--- src/core/fes_pkg.sv ---
// Purpose: shared constants for the flash status-polling host controller
// Assumes: 125 MHz mclk, 16-bit flash data bus, 22-bit word address
// Notes:   all pin timing expressed as mclk cycle counts derived here
package fes_pkg;

  // ==========================================================
  // clock and bus geometry
  localparam int CLK_PERIOD_NS = 8;
  localparam int ADDR_W        = 22;
  localparam int DATA_W        = 16;

  // ==========================================================
  // status bit positions on the data bus
  localparam int POLL_BIT      = 7;
  localparam int BUSY_TOG_BIT  = 6;
  localparam int SUSP_TOG_BIT  = 2;

  // ==========================================================
  // protect select address lines
  localparam int PROT_SEL_POS  = 6;
  localparam int PROT_ONE_POS  = 1;
  localparam int PROT_ZERO_POS = 0;

  // ==========================================================
  // bus cycle timing
  localparam int STROBE_NS     = 80;
  localparam int STROBE_CYC    = (STROBE_NS + CLK_PERIOD_NS - 1) / CLK_PERIOD_NS;
  localparam int RECOVER_NS    = 30;
  localparam int RECOVER_CYC   = (RECOVER_NS + CLK_PERIOD_NS - 1) / CLK_PERIOD_NS;
  localparam int PROG_MAX_US   = 100;
  localparam int PROG_MAX_CYC  = PROG_MAX_US * 1000 / CLK_PERIOD_NS;
  localparam int CNT_W         = 16;

  // ==========================================================
  // command sequence values
  localparam logic [ADDR_W-1:0] UNLOCK_ADDR1 = 22'h00_0555;
  localparam logic [ADDR_W-1:0] UNLOCK_ADDR2 = 22'h00_02AA;
  localparam logic [DATA_W-1:0] UNLOCK_DATA1 = 16'h00AA;
  localparam logic [DATA_W-1:0] UNLOCK_DATA2 = 16'h0055;
  localparam logic [DATA_W-1:0] PROG_CMD     = 16'h00A0;

  typedef enum {
    FES_OP_IDLE, FES_OP_WRITE, FES_OP_READ
  } fes_cyc_e;

endpackage

--- src/core/fes_bus_cycle.sv ---
// Purpose: one asynchronous parallel-bus read or write strobe cycle
// Assumes: caller holds address and data steady while busy is high
// Notes:   read data captured through three flops at strobe end
`timescale 1ns/1ns
module fes_bus_cycle
  import fes_pkg::*;
(
  input  wire logic              mclk,
  input  wire logic              rst_n,
  input  wire logic              start,
  input  wire logic              isWrite,
  input  wire logic [DATA_W-1:0] wrData,
  input  wire logic [DATA_W-1:0] flashDqIn,
  output logic                   busy,
  output logic                   done,
  output logic [DATA_W-1:0]      rdData,
  output logic                   strobeActive,
  output logic                   writeStrobe,
  output logic [DATA_W-1:0]      dqOut,
  output logic                   dqOe
);

  typedef enum {FES_BC_IDLE, FES_BC_STROBE, FES_BC_RECOVER} fes_bc_e;

  fes_bc_e            state_reg;
  logic [CNT_W-1:0]   count_reg;
  logic [DATA_W-1:0]  sync1_reg;
  logic [DATA_W-1:0]  sync2_reg;
  logic [DATA_W-1:0]  sync3_reg;

  // ==========================================================
  // input synchroniser for the data pins
  always_ff @(posedge mclk)
  begin
    sync1_reg <= flashDqIn;
    sync2_reg <= sync1_reg;
    sync3_reg <= sync2_reg;
  end

  // ==========================================================
  // strobe sequencing
  always_ff @(posedge mclk)
  begin
    if (!rst_n)
    begin
      state_reg    <= FES_BC_IDLE;
      count_reg    <= '0;
      busy         <= 1'b0;
      done         <= 1'b0;
      rdData       <= '0;
      strobeActive <= 1'b0;
      writeStrobe  <= 1'b0;
      dqOut        <= '0;
      dqOe         <= 1'b0;
    end
    else
    begin
      done <= 1'b0;
      case (state_reg)
        FES_BC_IDLE:
        begin
          if (start)
          begin
            state_reg    <= FES_BC_STROBE;
            count_reg    <= CNT_W'(STROBE_CYC + 3);
            busy         <= 1'b1;
            strobeActive <= 1'b1;
            writeStrobe  <= isWrite;
            dqOut        <= wrData;
            dqOe         <= isWrite;
          end
        end
        FES_BC_STROBE:
        begin
          if (count_reg == '0)
          begin
            // read strobe held until second and third stages agree
            if (isWrite || sync2_reg == sync3_reg)
            begin
              if (!isWrite)
                rdData <= sync3_reg;
              strobeActive <= 1'b0;
              writeStrobe  <= 1'b0;
              state_reg    <= FES_BC_RECOVER;
              count_reg    <= CNT_W'(RECOVER_CYC);
            end
          end
          else
            count_reg <= count_reg - 1'b1;
        end
        FES_BC_RECOVER:
        begin
          if (count_reg == '0)
          begin
            dqOe      <= 1'b0;
            busy      <= 1'b0;
            done      <= 1'b1;
            state_reg <= FES_BC_IDLE;
          end
          else
            count_reg <= count_reg - 1'b1;
        end
        default: state_reg <= FES_BC_IDLE;
      endcase
    end
  end

endmodule

--- src/core/fes_host_ctrl.sv ---
// Purpose: host controller that programs a word and polls flash status
// Assumes: flash on async parallel bus; one mclk domain at 125 MHz
// Notes:   supports program, protect/unprotect select and status polling
// Summary of operation
// - status reads made by cycling output enable
// - protect uses select low, one high, zero low
// - unprotect uses select line high instead
// - toggle polling may use any address
// - program starts with four bus write cycles
`timescale 1ns/1ns
module fes_host_ctrl
  import fes_pkg::*;
(
  input  wire logic              mclk,
  input  wire logic              rst_n,
  input  wire logic              progStart,
  input  wire logic              protStart,
  input  wire logic              unprotect,
  input  wire logic              suspendCheck,
  input  wire logic [ADDR_W-1:0] userAddr,
  input  wire logic [DATA_W-1:0] userData,
  input  wire logic [DATA_W-1:0] flashDqIn,
  output logic                   opBusy,
  output logic                   opDone,
  output logic                   opTimeout,
  output logic                   sectorSuspended,
  output logic [ADDR_W-1:0]      flashAddr,
  output logic [DATA_W-1:0]      flashDqOut,
  output logic                   flashDqOe,
  output logic                   flashCeN,
  output logic                   flashOeN,
  output logic                   flashWeN
);

  typedef enum {
    FES_IDLE, FES_CMD, FES_CMD_WAIT, FES_POLL, FES_POLL_WAIT,
    FES_SUSP, FES_SUSP_WAIT, FES_SUSP2_WAIT
  } fes_state_e;

  fes_state_e         state_reg;
  logic [1:0]         step_reg;
  logic [1:0]         lastStep_reg;
  logic [ADDR_W-1:0]  target_reg;
  logic [DATA_W-1:0]  data_reg;
  logic [DATA_W-1:0]  prevStatus_reg;
  logic               havePrev_reg;
  logic [CNT_W+2:0]   timer_reg;
  logic               timing_reg;
  logic               cycStart;
  logic               cycWrite;
  logic [DATA_W-1:0]  cycWrData;
  logic               cycBusy;
  logic               cycDone;
  logic [DATA_W-1:0]  cycRdData;
  logic               strobe;
  logic               wrStrobe;
  logic [DATA_W-1:0]  dqOutW;
  logic               dqOeW;

  // address for each step of a command sequence
  function automatic logic [ADDR_W-1:0] seqAddr(input logic [1:0] s,
                                                input logic [ADDR_W-1:0] t);
    case (s)
      2'd0:    seqAddr = UNLOCK_ADDR1;
      2'd1:    seqAddr = UNLOCK_ADDR2;
      2'd2:    seqAddr = UNLOCK_ADDR1;
      default: seqAddr = t;
    endcase
  endfunction

  function automatic logic [DATA_W-1:0] seqData(input logic [1:0] s,
                                                input logic [DATA_W-1:0] d);
    case (s)
      2'd0:    seqData = UNLOCK_DATA1;
      2'd1:    seqData = UNLOCK_DATA2;
      2'd2:    seqData = PROG_CMD;
      default: seqData = d;
    endcase
  endfunction

  fes_bus_cycle u_cycle (
    .mclk         (mclk),
    .rst_n        (rst_n),
    .start        (cycStart),
    .isWrite      (cycWrite),
    .wrData       (cycWrData),
    .flashDqIn    (flashDqIn),
    .busy         (cycBusy),
    .done         (cycDone),
    .rdData       (cycRdData),
    .strobeActive (strobe),
    .writeStrobe  (wrStrobe),
    .dqOut        (dqOutW),
    .dqOe         (dqOeW)
  );

  // ==========================================================
  // pin drive, all registered
  always_ff @(posedge mclk)
  begin
    if (!rst_n)
    begin
      flashCeN   <= 1'b1;
      flashOeN   <= 1'b1;
      flashWeN   <= 1'b1;
      flashDqOut <= '0;
      flashDqOe  <= 1'b0;
    end
    else
    begin
      flashCeN   <= !strobe;
      flashOeN   <= !(strobe && !wrStrobe);
      flashWeN   <= !wrStrobe;
      flashDqOut <= dqOutW;
      flashDqOe  <= dqOeW;
    end
  end

  // ==========================================================
  // sequencer
  always_ff @(posedge mclk)
  begin
    if (!rst_n)
    begin
      state_reg       <= FES_IDLE;
      step_reg        <= '0;
      lastStep_reg    <= '0;
      target_reg      <= '0;
      data_reg        <= '0;
      prevStatus_reg  <= '0;
      havePrev_reg    <= 1'b0;
      flashAddr       <= '0;
      cycStart        <= 1'b0;
      cycWrite        <= 1'b0;
      cycWrData       <= '0;
      opBusy          <= 1'b0;
      opDone          <= 1'b0;
      opTimeout       <= 1'b0;
      sectorSuspended <= 1'b0;
    end
    else
    begin
      cycStart <= 1'b0;
      opDone   <= 1'b0;
      case (state_reg)
        FES_IDLE:
        begin
          if (progStart)
          begin
            target_reg   <= userAddr;
            data_reg     <= userData;
            step_reg     <= 2'd0;
            lastStep_reg <= 2'd3;
            opBusy       <= 1'b1;
            opTimeout    <= 1'b0;
            state_reg    <= FES_CMD;
          end
          else if (protStart)
          begin
            target_reg <= userAddr;
            target_reg[PROT_SEL_POS]  <= unprotect;
            target_reg[PROT_ONE_POS]  <= 1'b1;
            target_reg[PROT_ZERO_POS] <= 1'b0;
            data_reg     <= userData;
            step_reg     <= 2'd3;
            lastStep_reg <= 2'd3;
            opBusy       <= 1'b1;
            opTimeout    <= 1'b0;
            state_reg    <= FES_CMD;
          end
          else if (suspendCheck)
          begin
            target_reg <= userAddr;
            opBusy     <= 1'b1;
            state_reg  <= FES_SUSP;
          end
        end
        FES_CMD:
        begin
          flashAddr <= seqAddr(step_reg, target_reg);
          cycWrData <= seqData(step_reg, data_reg);
          cycWrite  <= 1'b1;
          cycStart  <= 1'b1;
          state_reg <= FES_CMD_WAIT;
        end
        FES_CMD_WAIT:
        begin
          if (cycDone)
          begin
            if (step_reg == lastStep_reg)
            begin
              havePrev_reg <= 1'b0;
              state_reg    <= FES_POLL;
            end
            else
            begin
              step_reg  <= step_reg + 2'd1;
              state_reg <= FES_CMD;
            end
          end
        end
        FES_POLL:
        begin
          flashAddr <= target_reg;
          cycWrite  <= 1'b0;
          cycStart  <= 1'b1;
          state_reg <= FES_POLL_WAIT;
        end
        FES_POLL_WAIT:
        begin
          if (cycDone)
          begin
            prevStatus_reg <= cycRdData;
            havePrev_reg   <= 1'b1;
            // stop on matching poll bit or stable toggle
            if ((cycRdData[POLL_BIT] == data_reg[POLL_BIT]) ||
                (havePrev_reg &&
                 cycRdData[BUSY_TOG_BIT] == prevStatus_reg[BUSY_TOG_BIT]))
            begin
              opBusy    <= 1'b0;
              opDone    <= 1'b1;
              state_reg <= FES_IDLE;
            end
            else if (timing_reg && timer_reg >= (CNT_W+3)'(PROG_MAX_CYC))
            begin
              opBusy    <= 1'b0;
              opDone    <= 1'b1;
              opTimeout <= 1'b1;
              state_reg <= FES_IDLE;
            end
            else
              state_reg <= FES_POLL;
          end
        end
        FES_SUSP:
        begin
          flashAddr <= target_reg;
          cycWrite  <= 1'b0;
          cycStart  <= 1'b1;
          state_reg <= FES_SUSP_WAIT;
        end
        FES_SUSP_WAIT:
        begin
          if (cycDone)
          begin
            prevStatus_reg <= cycRdData;
            cycStart       <= 1'b1;
            state_reg      <= FES_SUSP2_WAIT;
          end
        end
        FES_SUSP2_WAIT:
        begin
          if (cycDone)
          begin
            // toggling here marks an erase-suspended sector
            sectorSuspended <= cycRdData[SUSP_TOG_BIT] != prevStatus_reg[SUSP_TOG_BIT];
            opBusy          <= 1'b0;
            opDone          <= 1'b1;
            state_reg       <= FES_IDLE;
          end
        end
        default: state_reg <= FES_IDLE;
      endcase
    end
  end

  // ==========================================================
  // program duration watchdog
  always_ff @(posedge mclk)
  begin
    if (!rst_n)
    begin
      timer_reg  <= '0;
      timing_reg <= 1'b0;
    end
    else if (state_reg == FES_CMD_WAIT && cycDone && step_reg == lastStep_reg)
    begin
      timer_reg  <= '0;
      timing_reg <= 1'b1;
    end
    else if (state_reg == FES_IDLE)
      timing_reg <= 1'b0;
    else if (timing_reg && !(&timer_reg))
      timer_reg <= timer_reg + 1'b1;
  end

endmodule

--- config.mk ---
export PLATFORM = sky130hd
export DESIGN_NAME = fes_host_ctrl
export DESIGN_NICKNAME = d
export VERILOG_FILES = /design/src/core/fes_pkg.sv /design/src/core/fes_bus_cycle.sv /design/src/core/fes_host_ctrl.sv
export SDC_FILE = /design/constraint.sdc
export NUM_CORES = 1
export LEC_CHECK = 0
export ABC_AREA = 1
export CORE_UTILIZATION = 62
export CTS_CLUSTER_DIAMETER = 80
export DETAILED_ROUTE_END_ITERATION = 8
export DONT_BUFFER_PORTS = 1
export PLACE_DENSITY = 0.76
export SLEW_MARGIN = 25
export SYNTH_ARGS = -nofsm -noshare
export SYNTH_HDL_FRONTEND = slang
export SYNTH_SLANG_ARGS = --single-unit
--- constraint.sdc ---
create_clock -name mclk -period 5 [get_ports mclk]
set_input_delay 0.25 -clock mclk [delete_from_list [all_inputs] [get_ports mclk]]
set_output_delay 0.25 -clock mclk [all_outputs]
set_load 0.02 [all_outputs]
# After elaboration in Yosys (flattened, before gate mapping)
# Index checks and enable logic that the tools add are counted.
[op_classes]
addsub = 3
magnitude_cmp = 1
n_eq_ne = 34
n_mux = 71
n_bitwise = 3
reduce_logical = 51
[ops]
columns = ["op", "n"]
rows = [
  ["two-way mux 32 bit", 11],
  ["one-hot mux 32 bit (8 select lines)", 1],
  ["equality test 32 x 3 -> 1 bit, second input constant", 5],
  ["equality test 32 x 2 -> 1 bit, second input constant", 3],
  ["logical NOT 32 bit", 3],
  ["two-way mux 16 bit", 6],
  ["one-hot mux 16 bit (3 select lines)", 2],
  ["one-hot mux 32 bit (3 select lines)", 1],
  ["one-hot mux 22 bit (2 select lines)", 2],
  ["two-way mux 22 bit", 3],
  ["equality test 32 x 1 -> 1 bit, second input constant", 2],
  ["two-way mux 1 bit", 27],
  ["AND reduction 4 bit", 6],
  ["adder 19 x 1 -> 19 bit, second input constant", 1],
  [">= comparator 19 x 14 -> 1 bit, second input constant", 1],
  ["AND reduction 19 bit", 1],
  ["equality test 16 bit", 1],
  ["logical NOT 16 bit", 1],
  ["two-way mux 2 bit", 8],
  ["one-hot mux 1 bit (2 select lines)", 8],
  ["nonzero test 2 bit", 8],
  ["subtractor 16 x 1 -> 16 bit, second input constant", 1],
  ["AND reduction 5 bit", 3],
  ["inequality test 2 x 1 -> 1 bit, second input constant", 7],
  ["other kinds (21)", 51],
]
[totals]
reg_bits = 290
in_bits = 60
wordCells = 196

# Longest topological paths before layout
# Gate-level depths: netlist (run 1).
[logic_depth]
depth_word = 6
depth_mapped = 13
ltp_nobuf = 13

# Modules after synthesis
# From an unflattened synthesis (run 1), not the netlist that was laid out.
[hier_totals]
cells_unflattened = 1245
area_unflattened_um2 = 9183.8
[modules_own_cells]
columns = ["module", "n_inst", "cells_each", "area_each_um2", "seq_area_each_um2"]
rows = [
  ["fes_host_ctrl", 1, 709, 5297.6, 2622.5],
  ["fes_bus_cycle", 1, 536, 3886.2, 2062.0],
]

# Worst setup path after synthesis (run 1)
# OpenSTA, ideal clock, no wires.
[synth_path]
kind = "register to register"
start = "register u_cycle.state_reg[0]"
end = "register u_cycle.count_reg[1]"
setup_ps = 116
t_arrival_ps = 1573
t_required_ps = 4884
slack_ps = 3312
stages_incl_launch_ff = 10
period_less_slack_ps = 1688
cell_sequence = "dfxtp_1 -> inv_1 -> ha_1 -> clkinv_1 -> a21oi_1 -> o21ai_2 -> a21oi_2 -> nand2_1 -> o21ai_0 -> nor2_1"
[synth_between]
elab_chain_len = 3
word_cells_on_any_way = 9
classes_between = "eq/ne (5); mux (1); reduce/logical (3)"
[synth_lines]
columns = ["element", "line_no", "rtl"]
rows = [
  ["from (decl)", "fes_bus_cycle.sv:25", "fes_bc_e state_reg;"],
  ["from (signal assigned)", "fes_bus_cycle.sv:46", "state_reg <= FES_BC_IDLE;"],
  ["from (signal assigned)", "fes_bus_cycle.sv:64", "state_reg <= FES_BC_STROBE;"],
  ["from (signal assigned)", "fes_bus_cycle.sv:84", "state_reg <= FES_BC_RECOVER;"],
  ["equality test 32 x 1 -> 1 bit, or another cell as far along", "fes_bus_cycle.sv:59", "case (state_reg)"],
  ["inequality test 3 bit (no source line), or another cell as far along", "--", ""],
  ["AND reduction 4 bit (no source line)", "--", ""],
  ["to (signal assigned)", "fes_bus_cycle.sv:65", "count_reg <= CNT_W'(STROBE_CYC + 3);"],
  ["to (signal assigned)", "fes_bus_cycle.sv:85", "count_reg <= CNT_W'(RECOVER_CYC);"],
  ["to (signal assigned)", "fes_bus_cycle.sv:89", "count_reg <= count_reg - 1'b1;"],
  ["to (decl)", "fes_bus_cycle.sv:26", "logic [CNT_W-1:0] count_reg;"],
]
# Several ways; a longest one is shown, not always the timed one.
# A chain may end at the register's enable or synchronous reset.

# Final worst setup path (run 1)
[layout_path]
start = "register state_reg[0]"
end = "register target_reg[6]"
[layout_between]
elab_chain_len = 2
[layout_lines]
columns = ["element", "line_no", "rtl"]
rows = [
  ["from (decl)", "fes_host_ctrl.sv:40", "fes_state_e state_reg;"],
  ["from (signal assigned)", "fes_host_ctrl.sv:125", "state_reg <= FES_IDLE;"],
  ["from (signal assigned)", "fes_host_ctrl.sv:156", "state_reg <= FES_CMD;"],
  ["from (signal assigned)", "fes_host_ctrl.sv:169", "state_reg <= FES_CMD;"],
  ["logical NOT 32 bit", "fes_host_ctrl.sv:145", "case (state_reg)"],
  ["AND reduction 2 bit (no source line)", "--", ""],
  ["to (signal assigned)", "fes_host_ctrl.sv:150", "target_reg <= userAddr;"],
  ["to (signal assigned)", "fes_host_ctrl.sv:160", "target_reg <= userAddr;"],
  ["to (signal, indexed assignment)", "fes_host_ctrl.sv:161", "target_reg[PROT_SEL_POS] <= unprotect;"],
  ["to (decl)", "fes_host_ctrl.sv:43", "logic [ADDR_W-1:0] target_reg;"],
]
# No other way between the ends.

==> flow_metrics.env, run 1 <==
export IMPL_end_kind="register"
export IMPL_power_density_mw_per_mm2=608
export IMPL_pre_cts_slack_ns=2.69
export IMPL_die_h_um=120
export IMPL_dieArea_mm2=0.0144
export IMPL_antenna_left=0
export IMPL_hold_viol=0
export IMPL_port_buffers=0
export IMPL_start_util_pct=64.4
export IMPL_insertion_delay_ns=0.51
export IMPL_core_area_mm2=0.0134
export IMPL_synth_fp_nets=1165
export IMPL_wire_per_inst_um=14.0
export IMPL_io_pins=106
export IMPL_worstSetupEndpoint="target_reg[6]"
export IMPL_fmax_mhz=355
export IMPL_cts_tree="done"
export IMPL_fin_total_pwr_mw=6.10
export IMPL_diodes=0
export IMPL_peakVddDrop_v=0.000399
export IMPL_drive_gt1_share_pct=7.29
export IMPL_vias=7111
export IMPL_die_w_um=120
export IMPL_std_cell_rows=42
export IMPL_tightest_slew_ns=0.797
export IMPL_start_kind="register"
export IMPL_post_dp_hpwl_mm=11.4
export IMPL_fin_skew_ns=0.00830
export IMPL_grt_pass1_vias=6623
export IMPL_track_usage_pct=26.0
export IMPL_antenna_found_initial=0
export IMPL_fin_setup_tns_ns=0
export IMPL_grt_ovfl_total=0
export IMPL_grt_start_max_net_pins=123
export IMPL_path_max_fanout=24
export IMPL_seq_area_frac_synth_pct=51.0
export IMPL_setup_viol=0
export IMPL_drt_iter0_drc=482
export IMPL_yosys_most_used_dff="dfxtp_1"
export IMPL_cts_root_buf="clkbuf_16"
export IMPL_p_leak_nw=4.21
export IMPL_totalWireLength_mm=18.6
export IMPL_min_path_cells=2
export IMPL_r2r_slack_ns=2.18
export IMPL_n_fill_cell=1012
export IMPL_path_class="reg2reg"
export IMPL_netlist_area_mm2=0.00863
export IMPL_cts_made_buffers=23
export IMPL_synth_edf_count=0
export IMPL_hold_path_class="in2reg"
export IMPL_nets=1206
export IMPL_clk_pin_slew_ns=0.06
export IMPL_r2r_start="state_reg[0]"
export IMPL_finish_utilization_pct=74.9
export IMPL_synth_cells=1094
export IMPL_worstPathArrival_ns=3.27
export IMPL_max_slew_margin_pct=46.8
export IMPL_globalplace_congestion=0.877
export IMPL_reg2reg_depth=9
export IMPL_cts_max_level=1
export IMPL_final_max_slew_viol_count=0
export IMPL_yosys_warnings=0
export IMPL_synth_cell_types=45
export IMPL_async_flop_share_pct=0
export IMPL_period_needed_ns=2.82
export IMPL_drc=0
export IMPL_drtPass1Iterations=5
export IMPL_clockBufferDepth=3
export IMPL_maxCapViolations=0
export IMPL_rsz0062_at_grt="false"
export IMPL_grt_pass1_wl_mm=30.8
export IMPL_crit_required_ns=5.45
export IMPL_fin_area_mm2=0.0100
export IMPL_synth_avg_cell_area_um2=7.89
export IMPL_rr_endpoint="target_reg[6]"
export IMPL_period_share_pct=56.4
export IMPL_place_area_mm2=0.00863
export IMPL_cts_sinks=220
export IMPL_via_per_inst=5.35
export IMPL_crit_start="state_reg[0]"
export IMPL_setup_ws_ns=2.18
export IMPL_status="completed"
export IMPL_syn_to_final_growth_pct=16.3
export IMPL_ys_seq_elements=220
-- worst min path at each step --
stage	endpoint	slack (ns)	startpoint
after detailed placement	u_cycle.sync1_reg[0]	0.28	flashDqIn[0]
after CTS	cycWrite	0.07	rst_n
after global placement	u_cycle.sync1_reg[12]	0.28	flashDqIn[12]
final	cycWrite	0.07	rst_n
after floorplan	u_cycle.sync1_reg[0]	0.28	flashDqIn[0]
after global routing	cycWrite	0.11	rst_n
-- metal layers --
layer	share of wire [%]	global-route usage [%]	vias to the layer above
met5	0	0	-
met4	2.0	7.58	0
met3	5.7	5.13	30
met2	48	43.9	174
met1	44	33.5	3269
li1	-	-	3638
-- placed cells by master, fill, tap and decap left out, drive strengths merged --
master / netlist / routed
dfxtp: 220 / 220
nand4: 15 / 15
nand3: 63 / 63
o21a: 1 / 1
o21bai: 1 / 1
and3: 1 / 1
clkinv: 1 / 6
nor2: 135 / 135
o211ai: 1 / 1
clkbuf: 21 / 31
xnor2: 8 / 8
nor4: 3 / 3
nor3b: 1 / 1
a211oi: 5 / 5
xor2: 23 / 23
nand2: 209 / 209
o31ai: 2 / 2
buf: 24 / 2
nor3: 14 / 14
o21ai: 113 / 113
dlygate4sd3: 0 / 59
inv: 106 / 108
a21oi: 110 / 110
bufinv: 0 / 2
nand3b: 1 / 1
ha: 11 / 11
or2: 1 / 1
clkinvlp: 0 / 2
a31oi: 1 / 1
and2: 1 / 1
a21boi: 1 / 1
o22ai: 1 / 1
-- synthesized netlist by cell type (2+ instances only) --
library cell	count	area (µm²)
a211oi_1	5	37.5
a21oi_1	106	531
a21oi_2	4	35.0
buf_1	2	7.51
buf_2	15	75.1
buf_4	2	15.0
buf_6	5	56.3
clkbuf_1	21	78.8
dfxtp_1	220	4400
ha_1	11	138
inv_1	98	368
inv_2	7	26.3
nand2_1	204	766
nand2_2	4	25.0
nand3_1	60	300
nand3_2	3	30.0
nand4_1	15	93.8
nor2_1	122	458
nor2_2	9	56.3
nor2_4	3	33.8
nor3_1	11	55.1
nor3_2	2	20.0
nor4_1	3	18.8
o21ai_0	110	551
o21ai_2	2	17.5
o31ai_1	2	15.0
xnor2_1	8	70.1
xor2_1	23	201
-- per-stage QoR --
step                      instances  hold WS [ns]
after CTS                      1328        0.0678
after detailed placement       1226         0.278
after global placement         1226         0.278
after floorplan                1094         0.278
after global routing           1328         0.115
final                          1328        0.0666
-- critical path, cell delays in order, from the launching register on --
cell and delay [ns]:
dfxtp_1 0.36, nor2_1 0.14, inv_2 0.07, nor2_2 0.44, o21ai_1 0.14, buf_4 0.23, inv_1 0.53, o21ai_0 0.16
a31oi_1 0.15, dlygate4sd3_1 0.55
-- cell families after synthesis --
group | Yosys count | share of synthesized area, %
adders and majority gates | 11 | 1.59
DFF | 220 | 51.0
AOI/OAI and AO/OA | 236 | 14.3
and+or+nand+nor | 444 | 22.5
xor gates and xnor gates | 31 | 3.15
buffers and inverters | 152 | 7.41
-- what timing repair did --
action                                 CTS  global route
gates resized for setup                  0             0
hold buffers                            60             0
endpoints found under the hold margin  150             0
buffers inserted                         0             0
-- area by class of cell --
class,instances,area (µm²),area share [%]
repair buffers,61,626,6.23
clock inverters,11,125,1.25
well taps,176,220,2.19
flip-flops and latches,220,4400,43.9
clock buffers,31,666,6.63
multi-input cells,722,3590,35.8
inverters,107,407,4.05
-- where the power goes --
part | internal, mW | switching [mW]
Sequential | 2.17 | 0.392
Combinational | 0.573 | 1.23
Clock | 1.04 | 0.693
Power figures use the tool's default switching activity.
==> run 2, diff against run 1 <==
- clock period: 5 -> 2.9 ns (I/O delays scaled with it)
==> flow_metrics.env, run 2 (synthesis gave the netlist of run 1 again) <==
export IMPL_port_buffers=0
export IMPL_drive_gt1_share_pct=7.12
export IMPL_layout_cells_most_common="dfxtp_1"
export IMPL_cts_sinks=220
export IMPL_tightest_slew_ns=0.776
export IMPL_end_kind="register"
export IMPL_power_frac_comb_pct=30.2
export IMPL_n_fill_cell=1023
export IMPL_cts_setup_buffers=0
export IMPL_hold_viol=0
export IMPL_start_util_pct=64.4
export IMPL_cts_max_level=1
export IMPL_drc=0
export IMPL_drtPass1Iterations=6
export IMPL_final_max_slew_viol_count=0
export IMPL_dieArea_mm2=0.0144
export IMPL_grt_pass1_wl_mm=30.9
export IMPL_clk_pin_slew_ns=0.06
export IMPL_power_frac_clock_pct=27.4
export IMPL_post_dp_hpwl_mm=11.1
export IMPL_path_max_fanout=24
export IMPL_insertion_delay_ns=0.51
export IMPL_cts_tree="done"
export IMPL_track_usage_pct=26.1
export IMPL_cts_made_buffers=23
export IMPL_reg2reg_depth=9
export IMPL_period_share_pct=87.4
export IMPL_clockBufferDepth=3
export IMPL_switching_share_pct=37.9
export IMPL_max_slew_margin_pct=48.2
export IMPL_fmax_mhz=395
export IMPL_die_h_um=120
export IMPL_via_per_inst=5.36
export IMPL_slowest_delay_ns=0.57
export IMPL_fin_skew_ns=0.0166
export IMPL_maxCapViolations=0
export IMPL_worstSetupEndpoint="target_reg[6]"
export IMPL_setup_viol=0
export IMPL_die_w_um=120
export IMPL_grt_start_max_net_pins=124
export IMPL_grt_pass1_vias=6660
export IMPL_crit_start="state_reg[1]"
export IMPL_peakVddDrop_v=0.000686
export IMPL_totalWireLength_mm=18.4
export IMPL_r2r_start="state_reg[1]"
export IMPL_r2r_slack_ns=0.37
export IMPL_nets=1209
export IMPL_rsz0062_at_grt="false"
export IMPL_fin_total_pwr_mw=10.4
export IMPL_p_seq_share_pct=42.3
export IMPL_fin_setup_tns_ns=0
export IMPL_rr_endpoint="target_reg[6]"
export IMPL_io_pins=106
export IMPL_path_class="reg2reg"
export IMPL_worstPathArrival_ns=2.93
export IMPL_p_sw_mw=3.95
export IMPL_finish_utilization_pct=74.8
export IMPL_std_cell_rows=42
export IMPL_grt_ovfl_total=0
export IMPL_path_cells="nor2_1 -> inv_2 -> nor2_2 -> o21ai_1 -> buf_4 -> clkinvlp_4 -> o21ai_0 -> a31oi_1 -> dlygate4sd3_1"
export IMPL_syn_to_final_growth_pct=16.1
export IMPL_crit_required_ns=3.30
export IMPL_antenna_left=0
export IMPL_cp_slowest_cell="dlygate4sd3_1"
export IMPL_intPower_mw=6.48
export IMPL_diodes=0
export IMPL_wire_per_inst_um=13.8
export IMPL_antenna_found_initial=0
export IMPL_core_area_mm2=0.0134
export IMPL_final_cell_mix="220 x dfxtp_1, 203 x nand2_1, 122 x nor2_1, 109 x o21ai_0, 106 x a21oi_1"
export IMPL_status="completed"
export IMPL_p_leak_nw=4.20
export IMPL_period_needed_ns=2.53
export IMPL_hold_path_class="in2reg"
export IMPL_power_density_mw_per_mm2=1040
export IMPL_vias=7108
export IMPL_globalplace_congestion=0.890
export IMPL_start_kind="register"
export IMPL_cts_root_buf="clkbuf_16"
export IMPL_drt_iter0_drc=503
run 2: cell count changes in the layout (fill, tap and decap cells not counted), sizes merged:
| cell | previous run | this run |
|---|---|---|
| clkbuf | 31 | 30 |
| dlygate4sd3 | 59 | 60 |
| clkinv | 6 | 4 |
| inv | 108 | 107 |
| buf | 2 | 4 |
run 2: power by group through the flow:
stage / clock (mW) / combinational, mW / sequential (mW)
3_3_place_gp: 0 / 2.90 / 4.44
6_report: 2.86 / 3.16 / 4.41
4_1_cts: 2.91 / 3.09 / 4.40
2_1_floorplan: 0 / 2.55 / 4.34
3_5_place_dp: 0 / 2.96 / 4.45
5_1_grt: 3.05 / 3.59 / 4.50
run 2: layer usage:
layer / routed length (µm) / GRT usage, % / up-vias
met5: 0 / 0 / -
met4: 461 / 7.97 / 0
met3: 1260 / 6.13 / 42
met2: 8680 / 43.5 / 222
met1: 7960 / 33.4 / 3205
li1: - / - / 3639
run 2: critical path: cells and delay by family (launching register included):
| kind | cells | cell delay (ns) |
|---|---|---|
| AO/OA/AOI/OAI | 3 | 0.49 |
| buffers and inverters | 4 | 1.36 |
| flip-flops | 1 | 0.43 |
| AND/OR/NAND/NOR | 2 | 0.15 |
run 2: final cells by class:
cell class	instances	area (µm²)	area share, %
sequential	220	4400	44.0
multi-input combinational	722	3590	35.8
timing repair buffer	64	651	6.50
clock buffer	30	642	6.41
inverter	107	410	4.10
tap	176	220	2.20
clock inverter	8	100	0.999
run 2: how the worst min path moves through the flow:
stage | startpoint | to | slack, ns | cells past startpoint
after CTS | rst_n | timing_reg | 0.02 | 2
after global routing | rst_n | timing_reg | 0.04 | 2
after floorplan | flashDqIn[0] | u_cycle.sync1_reg[0] | 0.17 | 0
after global placement | flashDqIn[7] | u_cycle.sync1_reg[7] | 0.17 | 0
final | rst_n | timing_reg | 0.04 | 2
after detailed placement | flashDqIn[7] | u_cycle.sync1_reg[7] | 0.17 | 0
run 2: repair_timing:
item / CTS / global route
gates resized for setup: 0 / 1
endpoints found under the hold margin: 153 / 0
setup endpoints to repair: 0 / 1
hold buffers: 61 / 0
run 2: metrics by stage:
| stage | hold slack (ns) | setup WS (ns) | instances | area (µm²) |
|---|---|---|---|---|
| 2_1_floorplan | 0.173 | 1.21 | 1094 | 8630 |
| 3_3_place_gp | 0.173 | 0.834 | 1228 | 8640 |
| 3_5_place_dp | 0.173 | 0.789 | 1228 | 8640 |
| 4_1_cts | 0.0197 | 0.275 | 1327 | 10000 |
| 5_1_grt | 0.0425 | 0.154 | 1327 | 10000 |
| 6_report | 0.0379 | 0.367 | 1327 | 10000 |
